$ cat src/pfa_map.vh
// Register map, commands and field positions of the flash array control.
`ifndef PFA_MAP_VH
`define PFA_MAP_VH
`define PF_R_ADDR 6'h00
`define PF_R_DATA 6'h04
`define PF_R_CMD 6'h08
`define PF_R_STAT 6'h0C
`define PF_R_ARRAY 6'h10
`define PF_R_CFG 6'h14
`define PF_R_LOCK 6'h18
`define PF_R_PIDX 6'h1C
`define PF_R_PDATA 6'h20
`define PF_C_PROG 4'h1
`define PF_C_ERASE 4'h2
`define PF_C_SUSP 4'h3
`define PF_C_RESUME 4'h4
`define PF_C_LOCK 4'h5
`define PF_C_UNLOCK 4'h6
`define PF_C_LOCKDN 4'h7
`define PF_C_CLRST 4'h8
`define PF_S_READY 7
`define PF_S_ESUSP 6
`define PF_S_EERR 5
`define PF_S_PERR 4
`define PF_S_VPP 3
`define PF_S_PSUSP 2
`define PF_S_LOCK 1
`define PF_ST_RST 8'h80
`define PF_P_CE 0
`define PF_P_OE 1
`define PF_P_CS1 2
`define PF_P_CS2 3
`define PF_P_WP 4
`define PF_P_VPP 5
`define PF_P_BCLK 6
`define PF_PART_LSB 18
`define PF_MAIN_LSB 15
`define PF_PARAM_LSB 12
`define PF_SUB_PARAM 4'h8
`define PF_PROT_USER 3'h4
`define PF_SYNC_IDLE 7'h07
`define PF_TMR_LAST 32'h00000001
`endif

$ cat src/pfa_ctrl.v
// Partitioned flash array control: partitions, locking, suspend and reads.
//
// Added by the designer: strobed register access and the placing of the registers.
`include "pfa_map.vh"
module pfa_ctrl #(
  parameter AW = 21,
  parameter TOP_PARAM = 1,
  parameter PROG_CYC = 200,
  parameter ERASE_CYC = 25000,
  parameter BURST_LAT = 3,
  parameter [63:0] UID = 64'h0123456789ABCDEF // Arbitrary value.
) (
  input wire clk_i,
  input wire rst_i,
  input wire [5:0] addr_i,
  input wire [31:0] wdata_i,
  input wire wr_i,
  input wire rd_i,
  output reg [31:0] rdata_o,
  input wire [15:0] arr_rdata_i,
  output reg [AW-1:0] arr_addr_o,
  output reg [15:0] arr_wdata_o,
  output reg arr_prog_o,
  output reg arr_erase_o,
  output reg arr_erase_param_o,
  input wire ce_n_i,
  input wire oe_n_i,
  input wire sram_cs1_n_i,
  input wire sram_cs2_i,
  input wire wp_n_i,
  input wire vpp_ok_i,
  input wire bclk_i,
  output reg wait_o,
  output reg auto_power_saving_o,
  output reg flash_standby_o,
  output reg sram_standby_o
);
  // Partition count, block count and the split region follow the width.
  localparam NPART = 1 << (AW - `PF_PART_LSB);
  localparam PW = AW - `PF_PART_LSB;
  localparam NBLK = NPART * 16;
  localparam BW = PW + 4;
  localparam [PW-1:0] PPART = TOP_PARAM ? {PW{1'b1}} : {PW{1'b0}};
  localparam [2:0] PREG = TOP_PARAM ? 3'h7 : 3'h0;
  // One-hot engine states.
  localparam [2:0] S_IDLE = 3'b001;
  localparam [2:0] S_RUN = 3'b010;
  localparam [2:0] S_SUSP = 3'b100;

  // True when a word address falls in the split region of the parameter
  // partition, where the small blocks live.
  function in_preg;
    input [AW-1:0] a;
    begin
      in_preg = a[AW-1:`PF_PART_LSB] == PPART &&
                a[`PF_PART_LSB-1:`PF_MAIN_LSB] == PREG;
    end
  endfunction

  // Block number of a word address: partition, then a sub index in it.
  function [BW-1:0] blk_of;
    input [AW-1:0] a;
    begin
      if (in_preg(a)) begin
        blk_of = {a[AW-1:`PF_PART_LSB], 1'b1,
                  a[`PF_MAIN_LSB-1:`PF_PARAM_LSB]};
      end else begin
        blk_of = {a[AW-1:`PF_PART_LSB], 1'b0,
                  a[`PF_PART_LSB-1:`PF_MAIN_LSB]};
      end
    end
  endfunction

  // Synchronised pins, registers, lock bits and the engine state.
  reg [6:0] s1_ff;
  reg [6:0] s2_ff;
  reg bclk_d_ff;
  reg oe_d_ff;
  reg [AW-1:0] addr_ff;
  reg [15:0] data_ff;
  reg burst_ff;
  reg [2:0] pidx_ff;
  reg [15:0] prot_ff [0:3];
  reg [3:0] prot_used_ff;
  reg [NBLK-1:0] lock_ff;
  reg [NBLK-1:0] ldn_ff;
  // One status byte per partition, so each reads its own state.
  reg [7:0] pst_ff [0:NPART-1];
  reg [2:0] st_ff;
  reg op_erase_ff;
  reg [PW-1:0] op_part_ff;
  reg [31:0] tmr_ff;
  reg [7:0] lat_ff;
  integer i;

  // Pins in synchroniser order, then decodes of the held address.
  wire [6:0] pins = {bclk_i, vpp_ok_i, wp_n_i, sram_cs2_i, sram_cs1_n_i,
    oe_n_i, ce_n_i};
  wire vpp_low = ~s2_ff[`PF_P_VPP];
  wire wr_cmd = wr_i && addr_i == `PF_R_CMD;
  wire [3:0] cmd = wdata_i[3:0];
  wire [BW-1:0] blk = blk_of(addr_ff);
  wire [PW-1:0] apart = addr_ff[AW-1:`PF_PART_LSB];
  wire blk_ok = ~blk[3] || in_preg(addr_ff);
  wire blk_lock = lock_ff[blk] | vpp_low;
  wire part_busy = st_ff == S_RUN && op_part_ff == apart;
  wire bedge = s2_ff[`PF_P_BCLK] & ~bclk_d_ff;
  wire rd_act = ~s2_ff[`PF_P_CE] & ~s2_ff[`PF_P_OE];

  // Two-flop synchronisers for every pin from outside the clock domain.
  // Reset rests the select, output-enable and burst clock stages at their idle levels and wp_n_i and vpp_ok_i low, so that no false
  // select or output-enable edge follows a reset.
  always @(posedge clk_i or posedge rst_i) begin
    if (rst_i) begin
      s1_ff <= `PF_SYNC_IDLE;
      s2_ff <= `PF_SYNC_IDLE;
      bclk_d_ff <= 1'b0;
      oe_d_ff <= 1'b1;
    end else begin
      s1_ff <= pins;
      s2_ff <= s1_ff;
      bclk_d_ff <= s2_ff[`PF_P_BCLK];
      oe_d_ff <= s2_ff[`PF_P_OE];
    end
  end

  // Plain registers written from the register port.
  always @(posedge clk_i or posedge rst_i) begin
    if (rst_i) begin
      addr_ff <= {AW{1'b0}};
      data_ff <= 16'h0000;
      burst_ff <= 1'b0;
      pidx_ff <= 3'h0;
    end else if (wr_i) begin
      // Each offset updates only its own register.
      if (addr_i == `PF_R_ADDR) begin
        addr_ff <= wdata_i[AW-1:0];
      end
      if (addr_i == `PF_R_DATA) begin
        data_ff <= wdata_i[15:0];
      end
      if (addr_i == `PF_R_CFG) begin
        burst_ff <= wdata_i[0];
      end
      if (addr_i == `PF_R_PIDX) begin
        pidx_ff <= wdata_i[2:0];
      end
    end
  end

  // User half of the protection register; each word takes one write.
  always @(posedge clk_i or posedge rst_i) begin
    if (rst_i) begin
      prot_used_ff <= 4'h0;
      for (i = 0; i < 4; i = i + 1) begin
        prot_ff[i] <= 16'hFFFF;
      end
    end else if (wr_i && addr_i == `PF_R_PDATA && pidx_ff[2] &&
                 !prot_used_ff[pidx_ff[1:0]] && !vpp_low) begin
      // Indexes four to seven are the user half; the rest is the identifier.
      prot_ff[pidx_ff[1:0]] <= wdata_i[15:0];
      prot_used_ff[pidx_ff[1:0]] <= 1'b1;
    end
  end

  // Block lock and lock-down bits; every block starts locked.
  always @(posedge clk_i or posedge rst_i) begin
    if (rst_i) begin
      lock_ff <= {NBLK{1'b1}};
      ldn_ff <= {NBLK{1'b0}};
    end else if (wr_cmd && blk_ok) begin
      // Lock-down also locks; unlock needs no lock-down or a high guard.
      if (cmd == `PF_C_LOCK) begin
        lock_ff[blk] <= 1'b1;
      end
      if (cmd == `PF_C_LOCKDN) begin
        lock_ff[blk] <= 1'b1;
        ldn_ff[blk] <= 1'b1;
      end
      if (cmd == `PF_C_UNLOCK && (!ldn_ff[blk] || s2_ff[`PF_P_WP])) begin
        lock_ff[blk] <= 1'b0;
      end
    end
  end

  // Program and erase engine with suspend, and per-partition status.
  always @(posedge clk_i or posedge rst_i) begin
    if (rst_i) begin
      // Nothing runs after reset and every partition reads ready.
      st_ff <= S_IDLE;
      op_erase_ff <= 1'b0;
      op_part_ff <= {PW{1'b0}};
      tmr_ff <= 32'h00000000;
      arr_addr_o <= {AW{1'b0}};
      arr_wdata_o <= 16'h0000;
      arr_prog_o <= 1'b0;
      arr_erase_o <= 1'b0;
      arr_erase_param_o <= 1'b0;
      for (i = 0; i < NPART; i = i + 1) begin
        pst_ff[i] <= `PF_ST_RST;
      end
    end else begin
      // Completion strobes last one cycle.
      arr_prog_o <= 1'b0;
      arr_erase_o <= 1'b0;
      // Clear keeps only ready; a status set later in this process wins.
      if (wr_cmd && cmd == `PF_C_CLRST) begin
        pst_ff[apart] <= pst_ff[apart] & `PF_ST_RST;
      end
      // Idle starts work, run counts it down, suspend holds the count.
      case (st_ff)
        S_IDLE: begin
          if (wr_cmd && (cmd == `PF_C_PROG || cmd == `PF_C_ERASE)) begin
            // Lockout is tested before the lock so the supply bit shows.
            if (vpp_low) begin
              pst_ff[apart][`PF_S_VPP] <= 1'b1;
              pst_ff[apart][`PF_S_PERR] <= cmd == `PF_C_PROG;
              pst_ff[apart][`PF_S_EERR] <= cmd == `PF_C_ERASE;
            end else if (blk_lock || !blk_ok) begin
              pst_ff[apart][`PF_S_LOCK] <= 1'b1;
              pst_ff[apart][`PF_S_PERR] <= cmd == `PF_C_PROG;
              pst_ff[apart][`PF_S_EERR] <= cmd == `PF_C_ERASE;
            end else begin
              st_ff <= S_RUN;
              op_erase_ff <= cmd == `PF_C_ERASE;
              op_part_ff <= apart;
              arr_addr_o <= addr_ff;
              arr_wdata_o <= data_ff;
              arr_erase_param_o <= blk[3];
              tmr_ff <= cmd == `PF_C_ERASE ? ERASE_CYC : PROG_CYC;
              pst_ff[apart][`PF_S_READY] <= 1'b0;
            end
          end
        end
        S_RUN: begin
          // Suspend keeps the remaining count for the resume.
          if (wr_cmd && cmd == `PF_C_SUSP) begin
            st_ff <= S_SUSP;
            pst_ff[op_part_ff][`PF_S_READY] <= 1'b1;
            pst_ff[op_part_ff][`PF_S_ESUSP] <= op_erase_ff;
            pst_ff[op_part_ff][`PF_S_PSUSP] <= ~op_erase_ff;
          end else if (vpp_low) begin
            st_ff <= S_IDLE;
            pst_ff[op_part_ff][`PF_S_READY] <= 1'b1;
            pst_ff[op_part_ff][`PF_S_VPP] <= 1'b1;
            pst_ff[op_part_ff][`PF_S_EERR] <= op_erase_ff;
            pst_ff[op_part_ff][`PF_S_PERR] <= ~op_erase_ff;
          end else if (tmr_ff == `PF_TMR_LAST) begin
            st_ff <= S_IDLE;
            arr_prog_o <= ~op_erase_ff;
            arr_erase_o <= op_erase_ff;
            pst_ff[op_part_ff][`PF_S_READY] <= 1'b1;
          end else begin
            tmr_ff <= tmr_ff - `PF_TMR_LAST;
          end
        end
        S_SUSP: begin
          // Only resume leaves; the engine goes on from the kept count.
          if (wr_cmd && cmd == `PF_C_RESUME) begin
            st_ff <= S_RUN;
            pst_ff[op_part_ff][`PF_S_READY] <= 1'b0;
            pst_ff[op_part_ff][`PF_S_ESUSP] <= 1'b0;
            pst_ff[op_part_ff][`PF_S_PSUSP] <= 1'b0;
          end
        end
        default: begin
          st_ff <= S_IDLE;
        end
      endcase
    end
  end

  // Read port; array reads in a busy partition see its status instead.
  always @(posedge clk_i or posedge rst_i) begin
    if (rst_i) begin
      rdata_o <= 32'h00000000;
    end else if (!rd_i) begin
      rdata_o <= 32'h00000000;
    end else begin
      // Unmapped offsets read as zero.
      case (addr_i)
        `PF_R_ADDR: rdata_o <= {{(32-AW){1'b0}}, addr_ff};
        `PF_R_DATA: rdata_o <= {16'h0000, data_ff};
        `PF_R_STAT: rdata_o <= {16'h0000, 5'h00, st_ff, pst_ff[apart]};
        `PF_R_ARRAY: begin
          // A busy partition shows its status; others read the array.
          if (part_busy) begin
            rdata_o <= {24'h000000, pst_ff[apart]};
          end else begin
            rdata_o <= {16'h0000, arr_rdata_i};
          end
        end
        `PF_R_CFG: rdata_o <= {31'h00000000, burst_ff};
        `PF_R_LOCK: rdata_o <= {29'h00000000, blk_ok, ldn_ff[blk],
                                blk_lock};
        `PF_R_PIDX: rdata_o <= {29'h00000000, pidx_ff};
        `PF_R_PDATA: begin
          if (pidx_ff[2]) begin
            rdata_o <= {16'h0000, prot_ff[pidx_ff[1:0]]};
          end else begin
            rdata_o <= {16'h0000, UID[pidx_ff[1:0]*16 +: 16]};
          end
        end
        default: rdata_o <= 32'h00000000;
      endcase
    end
  end

  // Burst latency count on host clock edges drives the wait output.
  always @(posedge clk_i or posedge rst_i) begin
    if (rst_i) begin
      lat_ff <= 8'h00;
      wait_o <= 1'b0;
    end else if (!burst_ff || !rd_act) begin
      lat_ff <= 8'h00;
      wait_o <= 1'b0;
    end else begin
      // Count host clock rises; wait drops once the latency is met.
      if (bedge && lat_ff != BURST_LAT[7:0]) begin
        lat_ff <= lat_ff + 8'h01;
      end
      wait_o <= lat_ff != BURST_LAT[7:0];
    end
  end

  // Power saving after a read cycle ends and standby from chip selects.
  always @(posedge clk_i or posedge rst_i) begin
    if (rst_i) begin
      auto_power_saving_o <= 1'b0;
      flash_standby_o <= 1'b1;
      sram_standby_o <= 1'b1;
    end else begin
      // Standby follows the synchronised selects.
      flash_standby_o <= s2_ff[`PF_P_CE];
      sram_standby_o <= s2_ff[`PF_P_CS1] | ~s2_ff[`PF_P_CS2];
      // An active read wakes the flash; the end of one puts it to sleep.
      if (rd_act) begin
        auto_power_saving_o <= 1'b0;
      end else if (s2_ff[`PF_P_OE] && !oe_d_ff) begin
        auto_power_saving_o <= 1'b1;
      end
    end
  end
endmodule // pfa_ctrl

$ cat config.mk
export PLATFORM = sky130hd
export DESIGN_NAME = pfa_ctrl
export DESIGN_NICKNAME = d
export VERILOG_FILES = /design/src/pfa_ctrl.v
export VERILOG_INCLUDE_DIRS = /design/src
export SDC_FILE = /design/constraint.sdc
export NUM_CORES = 1
export LEC_CHECK = 0
export ABC_CLOCK_PERIOD_IN_PS = 15760
export BUFFER_PORTS_ARGS = -buffer_cell sky130_fd_sc_hd__buf_2
export CAP_MARGIN = 40
export CORE_MARGIN = 2
export CORE_UTILIZATION = 60
export DETAILED_ROUTE_END_ITERATION = 7
export GPL_TIMING_DRIVEN = 0
export PLACE_DENSITY_LB_ADDON = 0.3
export SYNTH_ARGS = -nofsm -noshare
export SYNTH_HDL_FRONTEND = slang
export SYNTH_SLANG_ARGS = --single-unit
$ cat constraint.sdc
create_clock -name clk_i -period 15.76 [get_ports clk_i]
set_input_delay 1.576 -clock clk_i [delete_from_list [all_inputs] [get_ports clk_i]]
set_output_delay 1.576 -clock clk_i [all_outputs]
set_load 0.01 [all_outputs]
* Word level (Yosys, flattened, before mapping) *
Cells that the tools add are included.

storage, ports and cells
  register bits after elaboration = 568
  word-level logic and storage cells = 259

operators by class
  $add $sub $neg = 2
  magnitude comparators = 10
  equality and inequality tests = 32
  shift-type cells = 1
  multiplexer cells = 100
  bitwise operators = 33
  reductions and logical operators = 43

operators by type and width
  operator                                                     count
  bitwise mux 64 bit                                           10
  two-way mux 128 bit                                          5
  two-way mux 64 bit                                           8
  OR 128 bit                                                   3
  demux 8 bit (select 3 bit)                                   12
  AND 64 bit                                                   4
  NOT 64 bit                                                   4
  OR 64 bit                                                    4
  two-way mux 32 bit                                           6
  one-hot mux 64 bit (3 select lines)                          1
  one-hot mux 21 bit (8 select lines)                          1
  AND 128 bit                                                  1
  NOT 128 bit                                                  1
  two-way mux 16 bit                                           5
  one-hot mux 32 bit (2 select lines)                          1
  indexed part select 64 x 7 -> 16 bit (first input constant)  1
  two-way mux 8 bit                                            7
  binary-select mux 16 bit (select 2 bit)                      1
  demux 16 bit (select 2 bit)                                  1
  == test 32 x 1 -> 1 bit (second input constant)              1
  subtractor 32 x 1 -> 32 bit (second input constant)          1
  binary-select mux 8 bit (select 3 bit)                       1
  == test 6 x 5 -> 1 bit (second input constant)               4
  two-way mux 3 bit                                            8
  other kinds (51)                                             130

* Depth between registers and ports, before layout *
  depth in word-level cells = 15
  mapped depth = 14

* Least setup slack after synthesis *
Ideal clock, no wire load.

  kind = input port to flip-flop
  start = input port addr_i[3]
  end = register prot_ff[52] (netlist name)
  library setup time = 0.082 ns
  data arrival time = 4.049 ns
  setup slack = 11.629 ns
  cell stages on the path = 10
  path buffers = 3
  cells stage by stage = buf_2 -> nor2_1 -> nand2_1 -> nor2_1 -> and3_1 -> clkbuf_1 -> and3_1 -> nor4b_2 -> buf_2 -> mux2_2

between the ends
  word-level cells in the longest chain between the ends = 5

RTL lines
  what                                RTL line        source
  start, declared                     pfa_ctrl.v:15   input wire [5:0] addr_i,
  == test 6 bit                       --
  logical AND 1 bit (no source line)  --
  logical AND 1 bit (3 in a row)      pfa_ctrl.v:158  end else if (wr_i && addr_i == `PF_R_PDATA && pidx_ff[2] &&
  end signal, assigned by index       pfa_ctrl.v:161  prot_ff[pidx_ff[1:0]] <= wdata_i[15:0];
  end, declared                       pfa_ctrl.v:83   reg [15:0] prot_ff [0:3];

Every way passes these cells.
A chain may end at the register's enable or synchronous reset.

* Final worst setup path *
  start = input port addr_i[1]
  end = register prot_ff[31] (netlist name)

Same word-level chain as after synthesis.

==> impl_metrics.csv <==
group,metric,value,unit
timing,setup_viol,0,
clocking,cts_setup_buffers,0,
setup_path,arrival,5.43,ns
final_layout,layout-drive-gt1-share,27.51,%
floorplan,pin_count,141,
timing,drv_slew,0,
global_route,overflow,0,
clocking,insertion_delay,0.59,ns
final_layout,final_common_cell,"dfrtp_1",
clocking,cts_root_buffer,"clkbuf_16",
routing,ant_nets,0,
power_and_ir_drop,power_density,108.5,mW/mm²
clocking,path_clk_slew,0.06,ns
routing,drc,0,
floorplan,rows,69,
clocking,clockBufferDepth,3,
global_route,grt_pass1_wl,110800,µm
timing,hold_viol,0,
routing,vias,18760,
final_layout,antennaDiodeCount,0,
logic_synthesis,async_flop_share,100.0,%
run_status,status,"finished clean",
clocking,clock-sinks,442,
logic_synthesis,yosysUniqueCellTypes,85,
timing,fmax,203.2,MHz
hold_path,min-delay-start,"s1_ff[6]$_DFF_PP0_",
setup_path,setup.worst_path.end_class,"register",
hold_path,whs_path_depth,0,
timing,setup_ws,10.84,ns
routing,wl_per_cell,26.64,µm
setup_path,setup.worst_path.start_class,"input pin",
job,maxCapViolCount,0,
floorplan,die_area,0.03753,mm²
final_layout,syn2layout_area_growth,14.04,%
routing,vias_per_cell,6.967,
setup_path,crit_fanout,10,
clocking,ctsResizeCount,0,
logic_synthesis,yosysWarnings,0,
clocking,cts_buffers,48,
final_layout,final_nets,2261,
logic_synthesis,syn_inst,1997,
setup_path,criticalPathCategory,"input pin to register",
final_layout,fillers,2640,
final_layout,instances_no_fill,2693,
clocking,cts_tree,"built",
timing,tightestPinTransition,0.9967,ns
clocking,cts_hold_buf,0,
logic_synthesis,syn_area,0.02160,mm²
setup_path,critPathLaunch,"addr_i[1]",
logic_synthesis,synth_seq_area_share,52.10,%
floorplan,initial_utilization,60.87,%
timing,relSlewSlack,33.55,%
placement,gp_congestion,1.016,
placement,place_ws,10.39,ns
final_layout,final_core_util,69.42,%
logic_synthesis,synthFlopType,"dfrtp_1",
logic_synthesis,syn_avg_cell_area,10.82,µm²
timing,fin_skew,0.02379,ns
routing,first_iter_violations,2618,
placement,dp_hpwl,49490,µm
timing,rsz0062_at_grt,"no",
global_route,grt_max_degree,132,
timing,min_period,4.922,ns
timing,tns,0,ns
global_route,grtUsageTotal,38.05,%
floorplan,die_height,193.7,µm
placement,portBuffers,115,
placement,dpl.cell_count,2604,
routing,drt_pass1_iterations,6,
power_and_ir_drop,leakagePower,0.01115,µW
global_route,grt_pass1_vias,18820,
logic_synthesis,synth-edff-count,0,
final_layout,final_cell_mix,"288 x dfrtp_1, 154 x mux2_2, 154 x dfstp_2",
floorplan,core_region_area,0.03548,mm²
timing,fin_crit_sh,31.23,%
setup_path,worstPathRequired,16.27,ns
power_and_ir_drop,peakVddDrop,110.0,µV
hold_path,hold_class,"register to register",
setup_path,crit-reg2reg-launch,"addr_ff[12]$_DFFE_PP0P_",
clocking,htreeDepth,2,
floorplan,die_x,193.7,µm
logic_synthesis,ys_ff_latch,442,
setup_path,rr_worst_depth,11,
routing,routed_wl,71740,µm
global_route,antenna_found_initial,0,
==> layer usage <==
layer / vias up / share of wire [%] / global-route usage, %
met1: 9244 / 38 / 51.27
met3: 311 / 11 / 8.228
met2: 1339 / 45 / 57.86
li1: 7869 / - / -
met4: 0 / 6.0 / 20.89
met5: - / 0 / 0
==> cells in the mapped netlist, types with 13 or more instances <==
cell type / count / area share (%)
a221oi_1: 14 / 0.57
a22o_1: 26 / 1.1
nand2b_1: 16 / 0.46
mux2i_1: 36 / 1.7
a31oi_1: 110 / 3.2
buf_2: 20 / 0.46
or3_1: 13 / 0.38
inv_1: 31 / 0.54
dfstp_2: 154 / 19
nand2_1: 141 / 2.5
clkbuf_1: 110 / 1.9
o221ai_1: 17 / 0.69
a21oi_1: 153 / 3.5
o21ai_0: 65 / 1.5
and2_1: 22 / 0.64
o22ai_1: 47 / 1.4
a22oi_1: 29 / 1.0
nand3_1: 41 / 0.95
mux4_2: 20 / 2.1
dfrtp_1: 288 / 33
mux2_2: 154 / 8.0
nand4b_1: 14 / 0.57
nor3_1: 40 / 0.93
a21o_1: 77 / 2.7
and3_1: 19 / 0.55
nor2b_1: 13 / 0.38
nor2_1: 100 / 1.7
==> metrics by stage <==
stage	cell area (µm²)	hold slack (ns)	power (µW)
2_1_floorplan	21640	0.3312	1385
3_3_place_gp	22790	0.3345	1502
3_5_place_dp	23020	0.3347	1514
4_1_cts	24630	0.3487	2662
5_1_grt	24630	0.3625	2740
6_report	24630	0.3466	2673
==> final timing paths <==
kind                                            to  slack (ns)
max in group asynchronous    rdata_o[12]$_DFF_PP0_       13.49
min reg2reg                     s2_ff[6]$_DFF_PP0_        0.35
min                             s2_ff[6]$_DFF_PP0_        0.35
min in group asynchronous     st_ff[2]$_DFFE_PP0P_        1.15
max reg2reg                    pst_ff[1]$_DFF_PP0_       11.13
max                        prot_ff[31]$_DFFE_PP1P_       10.84
==> where the power goes <==
part	switching [µW]	internal [µW]
Sequential	24.2	1170
Clock	472	689
Combinational	230	92.3
Total	726	1950
==> cell families (layout without fill, tap and decap cells) <==
logic type | after synthesis | count (layout) | synth area share, %
multiplexers | 210 | 210 | 11.78
adder cells (fa/ha/maj) | 3 | 3 | 0.1738
flip-flops | 442 | 442 | 52.10
other | 1 | 11 | 0.01736
AO/OA/AOI/OAI | 648 | 648 | 19.94
XOR/XNOR | 11 | 11 | 0.4461
AND/OR/NAND/NOR | 495 | 495 | 11.93
buffers and inverters | 187 | 412 | 3.609
==> critical path: stages <==
cell and delay, ns:
buf_2 0.12, nor2_1 0.29, nand2_1 0.16, nor2_1 0.41, and3_1 0.22, clkbuf_1 0.56
and3_1 0.37, nand2_1 0.09, nor3_2 0.61, clkbuf_1 0.61, mux2_2 0.41
==> flip-flops by register name, indices dropped and copies added, names as in the netlist, 3 cells and up, named ones only <==
register / count
pidx_ff: 3
tmr_ff: 32
rdata_o: 21
lat_ff: 8
st_ff: 3
pst_ff: 64
s1_ff: 7
arr_wdata_o: 16
data_ff: 16
op_part_ff: 3
addr_ff: 21
lock_ff: 71
prot_used_ff: 4
s2_ff: 7
prot_ff: 64
ldn_ff: 72
arr_addr_o: 18
==> cell type report <==
type / instances / area (µm²) / share of cell area, %
clock inverter: 17 / 232.7 / 0.9448
clock buffer: 72 / 1381 / 5.608
timing repair buffer: 136 / 797.0 / 3.236
inverter: 32 / 127.6 / 0.5181
multi-input combinational: 1378 / 9604 / 38.99
buffer: 155 / 659.4 / 2.677
sequential: 442 / 11250 / 45.68
tap: 461 / 576.8 / 2.342
Power figures use the tool's default switching activity.
